**src/rtl/epo_defines.vh**
```
// Constants for the energy pulse output stage: timing, register map, fields, codes.
// Assumes inclusion by bare name from the rtl/ modules; definitions only.
`ifndef EPO_DEFINES_VH
`define EPO_DEFINES_VH
`define EPO_CLK_PERIOD_NS 5
`define EPO_TICK_TIME_NS 1000000
`define EPO_MS_PER_S 32'h0000_03e8
`define EPO_ADDR_CTRL 4'h0
`define EPO_ADDR_PORTS 4'h1
`define EPO_ADDR_SW_DUR 4'h2
`define EPO_ADDR_PUL_DUR 4'h3
`define EPO_ADDR_CAL_DUR 4'h4
`define EPO_ADDR_KT_LO 4'h5
`define EPO_ADDR_KT_HI 4'h6
`define EPO_ADDR_STATUS 4'h7
`define EPO_ADDR_LOG_CNT 4'h8
`define EPO_CTRL_LOG_BIT 0
`define EPO_CTRL_PUL_KYZ_BIT 1
`define EPO_CTRL_CAL_KYZ_BIT 2
`define EPO_CTRL_MODE_LSB 3
`define EPO_CTRL_MODE_MSB 4
`define EPO_PORTS_SW_LSB 0
`define EPO_PORTS_PUL_LSB 4
`define EPO_PORTS_CAL_LSB 8
`define EPO_STATUS_FITTED_BIT 15
`define EPO_MODE_FWD 2'h0
`define EPO_MODE_REV 2'h1
`define EPO_MODE_ABS 2'h2
`define EPO_MODE_NET 2'h3
`define EPO_PORT_NONE 4'h0
`define EPO_NUM_CHAN 15
`define EPO_RST_CTRL 5'h00
`define EPO_RST_PORTS 12'h000
`define EPO_RST_SW_DUR 32'h0000_0000
`define EPO_RST_PUL_DUR 32'h0000_0014
`define EPO_RST_CAL_DUR 32'h0000_000a
`define EPO_RST_KT 40'h00_0000_0064
`define EPO_SW_DUR_MAX 32'h001e_8480
`define EPO_PUL_DUR_MIN 32'h0000_0014
`define EPO_PUL_DUR_MAX 32'h7735_9400
`define EPO_CAL_DUR_MIN 32'h0000_000a
`define EPO_CAL_DUR_MAX 32'h0000_03e8
`define EPO_KT_MIN 40'h00_0000_0001
`define EPO_KT_MAX 40'h17_4876_e800
`endif

```
**src/rtl/epo_pulse_gen.v**
```verilog
// Output shaper for one controlling function: level, timed pulse or transition.
// Assumes a one-cycle millisecond tick and one-cycle trigger strobes on core_clk.
`timescale 1ns/100ps
module epo_pulse_gen (
	// Clock and reset
	input wire core_clk,
	input wire rst_n,
	// Timing and mode
	input wire tick_ms,
	input wire level_mode,
	input wire level_in,
	input wire kyz,
	input wire [31:0] dur_ms,
	// Event and output
	input wire trig,
	output reg pulse_out
);
	reg [31:0] remain;

	always @(posedge core_clk or negedge rst_n) begin
		if (!rst_n) begin
			pulse_out <= 1'b0;
			remain <= 32'h0000_0000;
		end else if (level_mode) begin
			pulse_out <= level_in;
			remain <= 32'h0000_0000;
		end else if (trig) begin
			if (kyz) begin
				pulse_out <= ~pulse_out;
			end else begin
				pulse_out <= 1'b1;
				remain <= dur_ms;
			end
		end else if (!kyz && pulse_out) begin
			// Pulse ends when the programmed count of ticks has passed
			if (remain == 32'h0000_0000) begin
				pulse_out <= 1'b0;
			end else if (tick_ms) begin
				remain <= remain - 32'h0000_0001;
				if (remain == 32'h0000_0001) begin
					pulse_out <= 1'b0;
				end
			end
		end
	end
endmodule

```
**src/rtl/epo_energy_integ.v**
```verilog
// Energy integrator: accumulates power samples per mode, emits one event per quantum.
// Assumes power samples arrive as signed strobes on core_clk; quantum is never zero.
`timescale 1ns/100ps
`include "epo_defines.vh"
module epo_energy_integ (
	// Clock and reset
	input wire core_clk,
	input wire rst_n,
	// Setup
	input wire [1:0] int_mode,
	input wire [39:0] energy_per_pulse_constant,
	// Power samples
	input wire [31:0] power_sample,
	input wire power_valid,
	// Energy event
	output reg energy_evt
);
	reg signed [47:0] acc;
	reg signed [47:0] contrib;
	reg signed [47:0] acc_sum;
	wire signed [47:0] p_ext = {{16{power_sample[31]}}, power_sample};
	wire signed [47:0] quantum = {8'h00, energy_per_pulse_constant};
	// Debt floor keeps a long reverse flow in net mode from wrapping to a large credit
	wire signed [47:0] acc_floor = 48'shc000_0000_0000;

	always @* begin
		case (int_mode)
			`EPO_MODE_FWD: contrib = p_ext[47] ? 48'sh0 : p_ext;
			`EPO_MODE_REV: contrib = p_ext[47] ? -p_ext : 48'sh0;
			`EPO_MODE_ABS: contrib = p_ext[47] ? -p_ext : p_ext;
			default: contrib = p_ext;
		endcase
		acc_sum = acc + contrib;
	end

	always @(posedge core_clk or negedge rst_n) begin
		if (!rst_n) begin
			acc <= 48'sh0;
			energy_evt <= 1'b0;
		end else begin
			energy_evt <= 1'b0;
			if (power_valid) begin
				if (acc_sum >= quantum) begin
					acc <= acc_sum - quantum;
					energy_evt <= 1'b1;
				end else if (acc_sum < acc_floor) begin
					acc <= acc_floor;
				end else begin
					acc <= acc_sum;
				end
			end
		end
	end
endmodule

```
**src/rtl/epo_outputs.v**
```verilog
// Energy pulse output stage: switch, pulser and calibration pulser routed to channels.
// Assumes control strobes and power samples come from logic on core_clk; the option
// strap is an asynchronous pin.
// Overview of operation
// - Four relay outputs and one solid-state output, live only with option fitted.
// - Every channel can carry a steady level or a timed pulse.
// - Each function drives one channel chosen by its port code, or none.
// - Port codes: not-used, two indicator LEDs, onboard relays, expander channels.
// - Switch function shows its Boolean input as a level or as pulses.
// - Switch duration 0 to 2000000 s; zero means output follows input.
// - Output polarity is fixed non-inverted: asserted means energised.
// - Switch function logs each output change when logging is enabled.
// - Pulser turns each incoming event into a pulse or a transition.
// - Pulser duration is programmable from 0.020 to 2000000 s.
// - Pulser and calibration pulser select full pulse or transition style.
// - Calibration pulser emits one pulse per accumulated energy quantum.
// - Calibration pulse duration is programmable from 0.010 to 1.000 s.
// - Calibration pulser offers forward, reverse, absolute and net modes.
`timescale 1ns/100ps
`include "epo_defines.vh"
module epo_outputs #(
	parameter TICK_CYCLES = `EPO_TICK_TIME_NS / `EPO_CLK_PERIOD_NS
) (
	// Clock and reset
	input wire core_clk,
	input wire rst_n,
	// Register port
	input wire [3:0] reg_addr,
	input wire [31:0] reg_wdata,
	input wire reg_wr,
	input wire reg_rd,
	output reg [31:0] reg_rdata,
	// Function inputs
	input wire switch_in,
	input wire pulser_evt,
	input wire [31:0] power_sample,
	input wire power_valid,
	// Option strap
	input wire option_fitted,
	// Channel outputs
	output wire active_energy_indicator,
	output wire reactive_energy_indicator,
	output wire [3:0] relay_out,
	output wire solid_state_out,
	output wire [7:0] expander_out,
	// Event log strobe
	output reg log_event
);
	// Setup registers
	reg [4:0] ctrl;
	reg [11:0] ports;
	reg [31:0] sw_dur_s;
	reg [31:0] pul_dur_ms;
	reg [31:0] cal_dur_ms;
	reg [39:0] kt;
	reg [31:0] log_count;

	// Channel state
	reg [`EPO_NUM_CHAN-1:0] chan_q;
	wire [`EPO_NUM_CHAN-1:0] next_chan;

	// Strap synchroniser
	reg fit_meta;
	reg fit_sync;

	// Millisecond divider
	reg [31:0] div_cnt;
	reg tick_ms;

	// Switch input history
	reg sw_prev;
	reg sw_out_prev;

	// Function outputs
	wire sw_out;
	wire pul_out;
	wire cal_out;
	wire cal_evt;

	wire log_en = ctrl[`EPO_CTRL_LOG_BIT];
	wire pul_kyz = ctrl[`EPO_CTRL_PUL_KYZ_BIT];
	wire cal_kyz = ctrl[`EPO_CTRL_CAL_KYZ_BIT];
	wire [1:0] cal_mode = ctrl[`EPO_CTRL_MODE_MSB:`EPO_CTRL_MODE_LSB];
	wire [3:0] sw_port = ports[`EPO_PORTS_SW_LSB+3:`EPO_PORTS_SW_LSB];
	wire [3:0] pul_port = ports[`EPO_PORTS_PUL_LSB+3:`EPO_PORTS_PUL_LSB];
	wire [3:0] cal_port = ports[`EPO_PORTS_CAL_LSB+3:`EPO_PORTS_CAL_LSB];

	// Seconds scaled to milliseconds; the maximum stays below 2^31
	wire [63:0] sw_dur_prod = sw_dur_s * `EPO_MS_PER_S;
	wire [31:0] sw_dur_ms = sw_dur_prod[31:0];
	wire sw_level_mode = (sw_dur_s == 32'h0000_0000);
	wire sw_rise = switch_in & ~sw_prev;

	// Clamped write values
	reg [31:0] next_sw_dur;
	reg [31:0] next_pul_dur;
	reg [31:0] next_cal_dur;
	reg [39:0] next_kt;

	always @* begin
		next_sw_dur = reg_wdata;
		if (reg_wdata > `EPO_SW_DUR_MAX) begin
			next_sw_dur = `EPO_SW_DUR_MAX;
		end
		next_pul_dur = reg_wdata;
		if (reg_wdata < `EPO_PUL_DUR_MIN) begin
			next_pul_dur = `EPO_PUL_DUR_MIN;
		end else if (reg_wdata > `EPO_PUL_DUR_MAX) begin
			next_pul_dur = `EPO_PUL_DUR_MAX;
		end
		next_cal_dur = reg_wdata;
		if (reg_wdata < `EPO_CAL_DUR_MIN) begin
			next_cal_dur = `EPO_CAL_DUR_MIN;
		end else if (reg_wdata > `EPO_CAL_DUR_MAX) begin
			next_cal_dur = `EPO_CAL_DUR_MAX;
		end
		next_kt = kt;
		if (reg_wr && reg_addr == `EPO_ADDR_KT_LO) begin
			next_kt = {kt[39:32], reg_wdata};
		end else if (reg_wr && reg_addr == `EPO_ADDR_KT_HI) begin
			next_kt = {reg_wdata[7:0], kt[31:0]};
		end
		if (next_kt < `EPO_KT_MIN) begin
			next_kt = `EPO_KT_MIN;
		end else if (next_kt > `EPO_KT_MAX) begin
			next_kt = `EPO_KT_MAX;
		end
	end

	// Register writes
	always @(posedge core_clk or negedge rst_n) begin
		if (!rst_n) begin
			ctrl <= `EPO_RST_CTRL;
			ports <= `EPO_RST_PORTS;
			sw_dur_s <= `EPO_RST_SW_DUR;
			pul_dur_ms <= `EPO_RST_PUL_DUR;
			cal_dur_ms <= `EPO_RST_CAL_DUR;
			kt <= `EPO_RST_KT;
		end else begin
			kt <= next_kt;
			if (reg_wr) begin
				if (reg_addr == `EPO_ADDR_CTRL) begin
					ctrl <= reg_wdata[4:0];
				end else if (reg_addr == `EPO_ADDR_PORTS) begin
					ports <= reg_wdata[11:0];
				end else if (reg_addr == `EPO_ADDR_SW_DUR) begin
					sw_dur_s <= next_sw_dur;
				end else if (reg_addr == `EPO_ADDR_PUL_DUR) begin
					pul_dur_ms <= next_pul_dur;
				end else if (reg_addr == `EPO_ADDR_CAL_DUR) begin
					cal_dur_ms <= next_cal_dur;
				end
			end
		end
	end

	// Read port: data stand only in the cycle after the strobe
	always @(posedge core_clk or negedge rst_n) begin
		if (!rst_n) begin
			reg_rdata <= 32'h0000_0000;
		end else if (!reg_rd) begin
			reg_rdata <= 32'h0000_0000;
		end else if (reg_addr == `EPO_ADDR_CTRL) begin
			reg_rdata <= {27'h000_0000, ctrl};
		end else if (reg_addr == `EPO_ADDR_PORTS) begin
			reg_rdata <= {20'h0_0000, ports};
		end else if (reg_addr == `EPO_ADDR_SW_DUR) begin
			reg_rdata <= sw_dur_s;
		end else if (reg_addr == `EPO_ADDR_PUL_DUR) begin
			reg_rdata <= pul_dur_ms;
		end else if (reg_addr == `EPO_ADDR_CAL_DUR) begin
			reg_rdata <= cal_dur_ms;
		end else if (reg_addr == `EPO_ADDR_KT_LO) begin
			reg_rdata <= kt[31:0];
		end else if (reg_addr == `EPO_ADDR_KT_HI) begin
			reg_rdata <= {24'h00_0000, kt[39:32]};
		end else if (reg_addr == `EPO_ADDR_STATUS) begin
			reg_rdata <= {16'h0000, fit_sync, chan_q};
		end else if (reg_addr == `EPO_ADDR_LOG_CNT) begin
			reg_rdata <= log_count;
		end else begin
			reg_rdata <= 32'h0000_0000;
		end
	end

	// Strap is sampled through two flops and then held as a level
	always @(posedge core_clk or negedge rst_n) begin
		if (!rst_n) begin
			fit_meta <= 1'b0;
			fit_sync <= 1'b0;
		end else begin
			fit_meta <= option_fitted;
			fit_sync <= fit_meta;
		end
	end

	// One-cycle millisecond enable
	always @(posedge core_clk or negedge rst_n) begin
		if (!rst_n) begin
			div_cnt <= 32'h0000_0000;
			tick_ms <= 1'b0;
		end else if (div_cnt == TICK_CYCLES - 1) begin
			div_cnt <= 32'h0000_0000;
			tick_ms <= 1'b1;
		end else begin
			div_cnt <= div_cnt + 32'h0000_0001;
			tick_ms <= 1'b0;
		end
	end

	// Switch edge history and change logging
	always @(posedge core_clk or negedge rst_n) begin
		if (!rst_n) begin
			sw_prev <= 1'b0;
			sw_out_prev <= 1'b0;
			log_event <= 1'b0;
			log_count <= 32'h0000_0000;
		end else begin
			sw_prev <= switch_in;
			sw_out_prev <= sw_out;
			log_event <= 1'b0;
			if (log_en && (sw_out != sw_out_prev)) begin
				log_event <= 1'b1;
				if (log_count != 32'hffff_ffff) begin
					// Count saturates so software never sees a wrap to zero
					log_count <= log_count + 32'h0000_0001;
				end
			end
		end
	end

	// Switch function: level follower, or one pulse per rising input
	epo_pulse_gen u_switch (
		.core_clk(core_clk),
		.rst_n(rst_n),
		.tick_ms(tick_ms),
		.level_mode(sw_level_mode),
		.level_in(switch_in),
		.kyz(1'b0),
		.dur_ms(sw_dur_ms),
		.trig(sw_rise),
		.pulse_out(sw_out)
	);

	// Pulser function
	epo_pulse_gen u_pulser (
		.core_clk(core_clk),
		.rst_n(rst_n),
		.tick_ms(tick_ms),
		.level_mode(1'b0),
		.level_in(1'b0),
		.kyz(pul_kyz),
		.dur_ms(pul_dur_ms),
		.trig(pulser_evt),
		.pulse_out(pul_out)
	);

	// Calibration pulser: integrator then shaper
	epo_energy_integ u_integ (
		.core_clk(core_clk),
		.rst_n(rst_n),
		.int_mode(cal_mode),
		.energy_per_pulse_constant(kt),
		.power_sample(power_sample),
		.power_valid(power_valid),
		.energy_evt(cal_evt)
	);

	epo_pulse_gen u_cal (
		.core_clk(core_clk),
		.rst_n(rst_n),
		.tick_ms(tick_ms),
		.level_mode(1'b0),
		.level_in(1'b0),
		.kyz(cal_kyz),
		.dur_ms(cal_dur_ms),
		.trig(cal_evt),
		.pulse_out(cal_out)
	);

	// Channel routing: code i+1 selects channel i; code zero drives nothing
	genvar i;
	generate
		for (i = 0; i < `EPO_NUM_CHAN; i = i + 1) begin : g_chan
			localparam integer CODE_NUM = i + 1;
			localparam [3:0] CODE = CODE_NUM[3:0];
			// Channels 2 to 6 are the onboard relays and solid-state output
			localparam ONBOARD = (i >= 2) && (i <= 6);
			wire hit = ((sw_port == CODE) & sw_out) |
				((pul_port == CODE) & pul_out) |
				((cal_port == CODE) & cal_out);
			assign next_chan[i] = ONBOARD ? (hit & fit_sync) : hit;
		end
	endgenerate

	always @(posedge core_clk or negedge rst_n) begin
		if (!rst_n) begin
			chan_q <= {`EPO_NUM_CHAN{1'b0}};
		end else begin
			chan_q <= next_chan;
		end
	end

	assign active_energy_indicator = chan_q[0];
	assign reactive_energy_indicator = chan_q[1];
	assign relay_out = chan_q[5:2];
	assign solid_state_out = chan_q[6];
	assign expander_out = chan_q[14:7];
endmodule

```
**config.mk**
```make
export PLATFORM = sky130hd
export DESIGN_NAME = epo_outputs
export DESIGN_NICKNAME = d
export VERILOG_FILES = /design/src/rtl/epo_pulse_gen.v /design/src/rtl/epo_energy_integ.v /design/src/rtl/epo_outputs.v
export VERILOG_INCLUDE_DIRS = /design/src /design/src/rtl
export SDC_FILE = /design/constraint.sdc
export NUM_CORES = 2
export LEC_CHECK = 0
export ABC_AREA = 1
export BUFFER_PORTS_ARGS = -buffer_cell sky130_fd_sc_hd__buf_2
export CORE_ASPECT_RATIO = 1.25
export CORE_UTILIZATION = 65
export DETAILED_ROUTE_END_ITERATION = 8
export PLACE_DENSITY = 0.91
export SLEW_MARGIN = 20
export SYNTH_ARGS = -nofsm -noshare
export SYNTH_HDL_FRONTEND = slang
export SYNTH_SLANG_ARGS = --single-unit
```
**constraint.sdc**
```tcl
create_clock -name core_clk -period 10.6 [get_ports core_clk]
set_clock_uncertainty 0.1 [all_clocks]
set_input_delay 2.12 -clock core_clk [delete_from_list [all_inputs] [get_ports core_clk]]
set_output_delay 2.12 -clock core_clk [all_outputs]
set_load 0.02 [all_outputs]
```
Word-level counts from Yosys, hierarchy flattened
Index checks and enable logic that the tools add are counted.

Memories: 0. Latch bits: 0. Bits in read-only memories: 0. Logic and storage cells: 293. Flip-flop bits (word level): 418. Memory bits (writable): 0. Output and inout port bits: 48. Bits of input ports: 76.

Multipliers: 1. Shifts and indexed selects: 0. Bitwise gates (word level): 88. Magnitude comparators: 9. Eq/ne operators: 66. Reductions and logical operators: 34. Add/subtract/negate cells: 8. Mux-type cells: 63. Divide/modulo/power cells: 0.

Operators by type and width (number): two-way mux 32 bit (31); two-way mux 48 bit (4); two-way mux 40 bit (4); one-hot mux 48 bit (3 select lines) (1); zero test 32 bit (4); == test 4 bit, second input constant (25); == test 32 x 1 -> 1 bit, second input constant (3); subtractor 32 x 1 -> 32 bit, second input constant (3); adder 32 x 1 -> 32 bit, second input constant (2); == test 4 x 3 -> 1 bit, second input constant (16); AND 1 bit (51); adder 48 bit (1); >= comparator 48 x 41 -> 1 bit (1); < comparator 48 x 47 -> 1 bit, second input constant (1); negator 32 -> 48 bit (1); subtractor 48 x 41 -> 48 bit (1); > comparator 40 x 37 -> 1 bit, second input constant (1); < comparator 40 x 1 -> 1 bit, second input constant (1); == test 32 x 18 -> 1 bit, second input constant (1); == test 4 x 2 -> 1 bit, second input constant (8); > comparator 32 x 10 -> 1 bit, second input constant (1); > comparator 32 x 21 -> 1 bit, second input constant (1); > comparator 32 x 31 -> 1 bit, second input constant (1); < comparator 32 x 4 -> 1 bit, second input constant (1); 24 further kinds (105).

Depth between registers and ports, before layout
Depth after elaboration: 11. Depth in mapped cells: 46.

Hierarchy
Synthesis repeated with hierarchy kept, for this count alone.

Cell total of the unflattened synthesis: 5377. Area total of the unflattened synthesis: 36152.2 um^2.

Modules (own cells, without submodules): epo_outputs (area each 18031.0 um^2, cells each 2265, times used 1, sequential area each 6765.2 um^2); epo_energy_integ (area each 10263.6 um^2, cells each 1850, times used 1, sequential area each 1226.2 um^2); epo_pulse_gen (u_cal ...) (area each 2620.0 um^2, cells each 420, times used 2, sequential area each 825.8 um^2); epo_pulse_gen (u_switch) (area each 2617.5 um^2, cells each 422, times used 1, sequential area each 825.8 um^2).

Least setup slack after synthesis
No wires, ideal clock.

Kind: input to register. Start: input port power_sample[1]. End: register u_integ.acc[31]. Library setup time: 73 ps. Stages: 43. Slack: 3102 ps. Arrival: 7325 ps. Data required time: 10427 ps. Cell sequence: inv_1 > ha_1 > inv_1 > nor3_1 > inv_1 > nor3_1 > nand3b_1 > nor3_1 > inv_1 > nor3_1 > nand2_1 > inv_1 > nand3_1 > nand3_1 > o21ai_0 > o21ai_0 > ha_1 > nand2_1 > (+7 left out) > nor2_1 > xor2_1 > inv_1 > ha_1 > nand2_1 > nand2_1 > a21oi_1 > o21ai_0 > a21oi_1 > nor3b_1 > nand3_2 > nand2_2 > nand2_4 > nor2_4 > buf_8 > buf_8 > nand2_2 > a21oi_2.

Word-level cells in the longest chain between the ends: 7.

RTL lines: start: declaration (RTL line epo_outputs.v:36) `input wire [31:0] power_sample,`; negator 32 -> 48 bit (RTL line epo_energy_integ.v:29, epo_energy_integ.v:30); two-way mux 48 bit (on tied branches) (RTL line epo_energy_integ.v:30, epo_energy_integ.v:29); one-hot mux 48 bit (3 select lines) * (RTL line epo_energy_integ.v:27) `case (int_mode)`; adder 48 bit * (RTL line epo_energy_integ.v:33) `acc_sum = acc + contrib;`; < comparator 48 x 47 -> 1 bit (RTL line epo_energy_integ.v:46) `end else if (acc_sum < acc_floor) begin`; two-way mux 48 bit (RTL line epo_energy_integ.v:46); two-way mux 48 bit * (RTL line epo_energy_integ.v:43) `if (acc_sum >= quantum) begin`; end signal: assignment (RTL line epo_energy_integ.v:44) `acc <= acc_sum - quantum;`; end signal: assignment (RTL line epo_energy_integ.v:47) `acc <= acc_floor;`; end signal: assignment (RTL line epo_energy_integ.v:49) `acc <= acc_sum;`; end: declaration (RTL line epo_energy_integ.v:18) `reg signed [47:0] acc;`.

Every way passes the cells marked *; elsewhere a longest branch is shown, timed or not. A chain may end at the register's enable or synchronous reset.

Worst setup path after layout
Start: input port power_sample[1]. End: register u_integ.acc[17].

Same word-level chain as after synthesis.

==> out/qor_table.md <==
| Metric | Value | Unit |
| --- | --- | --- |
| Count of input and output buffers | 123 | - |
| Total wire length | 115,000 | µm |
| Number of vias in the routed layout | 33.8k | - |
| Distinct cell type count after synthesis | 69 | - |
| Worst path slowest cell | sky130_fd_sc_hd__nor2_4 | - |
| TritonCTS clock tree | built | - |
| Global-route wire length before repair | 179,000 | µm |
| Clock transition at the register clock pins on the worst setup and hold paths after CTS | 0.06 | ns |
| Cells on Worst Hold Path | 0 | - |
| Library cell occupying the most area in the post-synthesis netlist | sky130_fd_sc_hd__dfrtp_1 | - |
| Largest net degree at the start of global routing | 97 | - |
| Sort of element at the start of the critical path | input port | - |
| Number of violations of the max-capacitance limit | 0 | - |
| Post-Syn Instances | 4,724 | - |
| Overall Global Routing Usage | 44.3 | % |
| Launch point of the critical path | power_sample[1] | - |
| Area contributors post-synth | sky130_fd_sc_hd__dfrtp_1 31%, sky130_fd_sc_hd__nand2_1 12%, sky130_fd_sc_hd__inv_1 8.4% | - |
| Required time of the critical path | 11.00 | ns |
| Routed vias/inst | 6.16 | - |
| Clk buf depth | 3 | - |
| CTS HTree Levels | 2 | - |
| Later-pin clock latency in the skew report | 0.60 | ns |
| I/O pin total | 124 | - |
| Post-detailed-route DRC marker count | 0 | - |
| Start point of the worst min-delay path | fit_meta | - |
| Highest attainable clock frequency | 109 | MHz |
| Synth warn | 0 | - |
| Worst-case register-to-register setup slack | 2.79 | ns |
| Endpoint of the worst hold-timing path | fit_sync | - |
| Most frequent CP cell | sky130_fd_sc_hd__nand2_1 | - |
| Clock share of power | 13.8 | % |
| Cts bufs inserted | 45 | - |
| Switching Power | 6.35 | mW |
| Cts hold-fix bufs | 0 | - |
| Via count of the first global-routing pass | 32.7k | - |
| Power density cells | 335 | nW/µm² |
| Internal power component | 5.76 | mW |
| Placeable core region | 50,600 | µm² |
| Root Buffer Master | sky130_fd_sc_hd__clkbuf_16 | - |
| Combinational share of power | 67.1 | % |
| Setup Buffers After CTS | 0 | - |
| Unrepaired setup endpoints after global routing | false | - |
| Cell Area, Synth | 33,500 | µm² |
| Global-route congestion overflow total | 0 | - |
| Half-perimeter wire length of the detailed placement result | 86,600 | µm |
| Fraction of final layout cells with drive strength greater than 1 | 7.31 | % |
| Type of element capturing the critical path | flip-flop | - |
| Share of the clock period used by the worst path after layout | 86.4 | % |
| Number of nets in the finished design | 5,126 | - |
| Final number of max-transition violations | 0 | - |
| Iter 0 DRT Violations | 4,304 | - |
| Total leakage power | 18.2 | nW |
| Growth of design area from synthesis to finish | 7.82 | % |
| GP Congestion | 1.04 | - |
| Drt first pass iters | 7 | - |
| Count of standard-cell rows | 92 | - |
| Starting density of the core | 66.2 | % |
| End of the worst register-to-register path | u_integ.acc[17] | - |
| Setup violators final | 0 | - |
| Highest net fanout along the worst path | 52 | - |
| Proportion of total power due to net switching | 52.4 | % |
| Worst R2R Path Depth | 29 | - |
| Number of clock sinks | 418 | - |
| Cell with the most instances after synthesis | sky130_fd_sc_hd__nand2_1 | - |
| Status | finished, final reports clean | - |
| Crit path DAT | 9.56 | ns |
| DRT antenna net count | 0 | - |
| Longest individual stage delay on the worst path | 0.84 | ns |
| Asr flop ratio synth | 100 | % |
| Origin of the critical flop-to-flop path | ctrl[3] | - |
| Count of final hold-check violations | 0 | - |
| Die Wd | 205 | µm |
| Relative max-transition margin | 28.4 | % |
| Commonest cells post-synth | 1,030 x sky130_fd_sc_hd__nand2_1, 747 x sky130_fd_sc_hd__inv_1, 494 x sky130_fd_sc_hd__nor2_1 | - |
| Post-Syn Area per Cell | 7.10 | µm² |
| Gates resized, CTS repair | 0 | - |
| Post-synth EDFFs | 0 | - |
| Die Height | 256 | µm |
| Share of the core filled with cells | 71.4 | % |
| Type of the worst setup path | input port to flip-flop | - |
| Placed cell count | 5,403 | - |
| WL per Instance | 20.9 | µm |
| Worst voltage drop across the vdd grid | 0.928 | mV |
| Dominant synthesized flop cell | sky130_fd_sc_hd__dfrtp_1 | - |
| Power share of the sequential group | 19.1 | % |
| Final cell count without fillers | 5,489 | - |
| Number of register bits inferred by synthesis | 418 | - |
| Number of antenna violations at the first check in global routing | 6 | - |
| Post-synthesis sequential area ratio | 31.2 | % |
| Final TNS setup | 0 | ns |
| Period minus WS final | 9.16 | ns |
| Share of Yosys cell area claimed by the top area cell type | 30.7 | % |
| Pin slew with the least headroom to its limit | 1.06 | ns |
| Min-delay worst type | flip-flop to flip-flop | - |
| Die footprint | 52,500 | µm² |
cell families (layout without fill, tap and decap cells):
| logic type | Yosys count | after routing | share of synthesized area, % |
|---|---|---|---|
| multiplexers | 3 | 3 | 0.0933 |
| AND/OR/NAND/NOR | 2035 | 2035 | 25.8 |
| AO/OA/AOI/OAI | 931 | 931 | 16.2 |
| adder cells (fa/ha/maj) | 258 | 258 | 11.7 |
| buffers and inverters | 903 | 1003 | 10.4 |
| other | 1 | 8 | 0.0112 |
| XOR/XNOR | 175 | 175 | 4.57 |
| flip-flops | 418 | 418 | 31.2 |
critical path, delay by kind of cell:
kind | cells | cell delay, ns
adder cells (fa/ha/maj) | 3 | 0.84
AO/OA/AOI/OAI | 8 | 1.34
AND/OR/NAND/NOR | 22 | 4.27
buffers and inverters | 8 | 0.74
XOR/XNOR | 1 | 0.19
metal layers:
metal | GRT usage, % | wire length [µm] | part of all wire [%] | up-vias
li1 | - | - | - | 15600
met1 | 51.3 | 39700 | 35 | 15600
met2 | 69.4 | 51600 | 45 | 2033
met3 | 10.1 | 11700 | 10 | 645
met4 | 37.2 | 11900 | 10 | 4
met5 | 0 | 23 | 0.020 | -
power groups by stage:
stage | registers (mW) | logic, mW | clock network, mW
floorplan | 2.19 | 5.94 | 0
finish | 2.32 | 8.12 | 1.67
global placement | 2.30 | 7.65 | 0
detailed placement | 2.31 | 7.83 | 0
global route | 2.34 | 9.01 | 1.73
CTS | 2.29 | 7.90 | 1.67
registers in the layout, summed over array words and instances, names as in the netlist, 5 cells and up:
| signal | flops |
|---|---|
| cal_dur_ms | 32 |
| chan_q | 15 |
| ctrl | 5 |
| div_cnt | 32 |
| kt | 40 |
| log_count | 32 |
| ports | 12 |
| pul_dur_ms | 32 |
| reg_rdata | 32 |
| sw_dur_s | 32 |
| u_cal.remain | 32 |
| u_integ.acc | 48 |
| u_pulser.remain | 32 |
| u_switch.remain | 32 |
cells in the final DEF, fill, tap and decap left out, types with 9 or more instances in the layout:
| cell | count |
|---|---|
| sky130_fd_sc_hd__a31oi_1 | 34 |
| sky130_fd_sc_hd__o22ai_1 | 31 |
| sky130_fd_sc_hd__clkinv_1 | 9 |
| sky130_fd_sc_hd__o31ai_1 | 25 |
| sky130_fd_sc_hd__inv_1 | 747 |
| sky130_fd_sc_hd__inv_2 | 22 |
| sky130_fd_sc_hd__xor2_1 | 130 |
| sky130_fd_sc_hd__a22oi_1 | 10 |
| sky130_fd_sc_hd__a21o_1 | 10 |
| sky130_fd_sc_hd__clkbuf_16 | 45 |
| sky130_fd_sc_hd__clkinv_2 | 10 |
| sky130_fd_sc_hd__nand4_1 | 69 |
| sky130_fd_sc_hd__nor3_2 | 9 |
| sky130_fd_sc_hd__nor2_2 | 24 |
| sky130_fd_sc_hd__nor3_1 | 90 |
| sky130_fd_sc_hd__a21oi_1 | 289 |
| sky130_fd_sc_hd__nand3_1 | 216 |
| sky130_fd_sc_hd__o21ai_0 | 346 |
| sky130_fd_sc_hd__a221oi_1 | 13 |
| sky130_fd_sc_hd__fa_1 | 93 |
| sky130_fd_sc_hd__o32ai_1 | 13 |
| sky130_fd_sc_hd__nor4_1 | 30 |
| sky130_fd_sc_hd__nor2_1 | 492 |
| sky130_fd_sc_hd__clkbuf_8 | 10 |
| sky130_fd_sc_hd__xnor2_1 | 45 |
| sky130_fd_sc_hd__a211oi_1 | 17 |
| sky130_fd_sc_hd__or2_2 | 13 |
| sky130_fd_sc_hd__o221ai_1 | 18 |
| sky130_fd_sc_hd__dfrtp_1 | 411 |
| sky130_fd_sc_hd__nand2_2 | 29 |
| sky130_fd_sc_hd__o211ai_1 | 41 |
| sky130_fd_sc_hd__buf_2 | 122 |
| sky130_fd_sc_hd__o21bai_1 | 11 |
| sky130_fd_sc_hd__nand2_1 | 1030 |
| sky130_fd_sc_hd__ha_1 | 165 |
| sky130_fd_sc_hd__buf_4 | 20 |
| sky130_fd_sc_hd__a32o_1 | 14 |
final cells by class:
type                       count  area [µm²]
clock buffer                  61        1290
multi-input combinational   3405       19600
fill                        4122       14500
tap                          658         823
sequential                   418       10500
clock inverter                20         248
inverter                     779        2930
timing repair buffer         143         776
antenna                        5        12.5
how the worst max path moves through the flow:
stage	cells past startpoint	endpoint
global route	42	u_integ.acc[15]
CTS	42	u_integ.acc[17]
global placement	44	u_integ.acc[22]
floorplan	43	u_integ.acc[31]
finish	42	u_integ.acc[17]
detailed placement	42	u_integ.acc[17]
through the flow:
| stage | cell area, µm² | setup WS [ns] | power [mW] | hold WS, ns |
|---|---|---|---|---|
| final | 36100 | 1.44 | 12.1 | 0.250 |
| after floorplan | 33500 | 3.10 | 8.13 | 0.231 |
| after CTS | 36100 | 1.67 | 11.9 | 0.252 |
| after detailed placement | 34600 | 1.12 | 10.1 | 0.238 |
| after global routing | 36100 | 0.526 | 13.1 | 0.258 |
| after global placement | 34600 | 1.32 | 9.95 | 0.236 |
No activity file was read; power rests on OpenSTA's default activity.
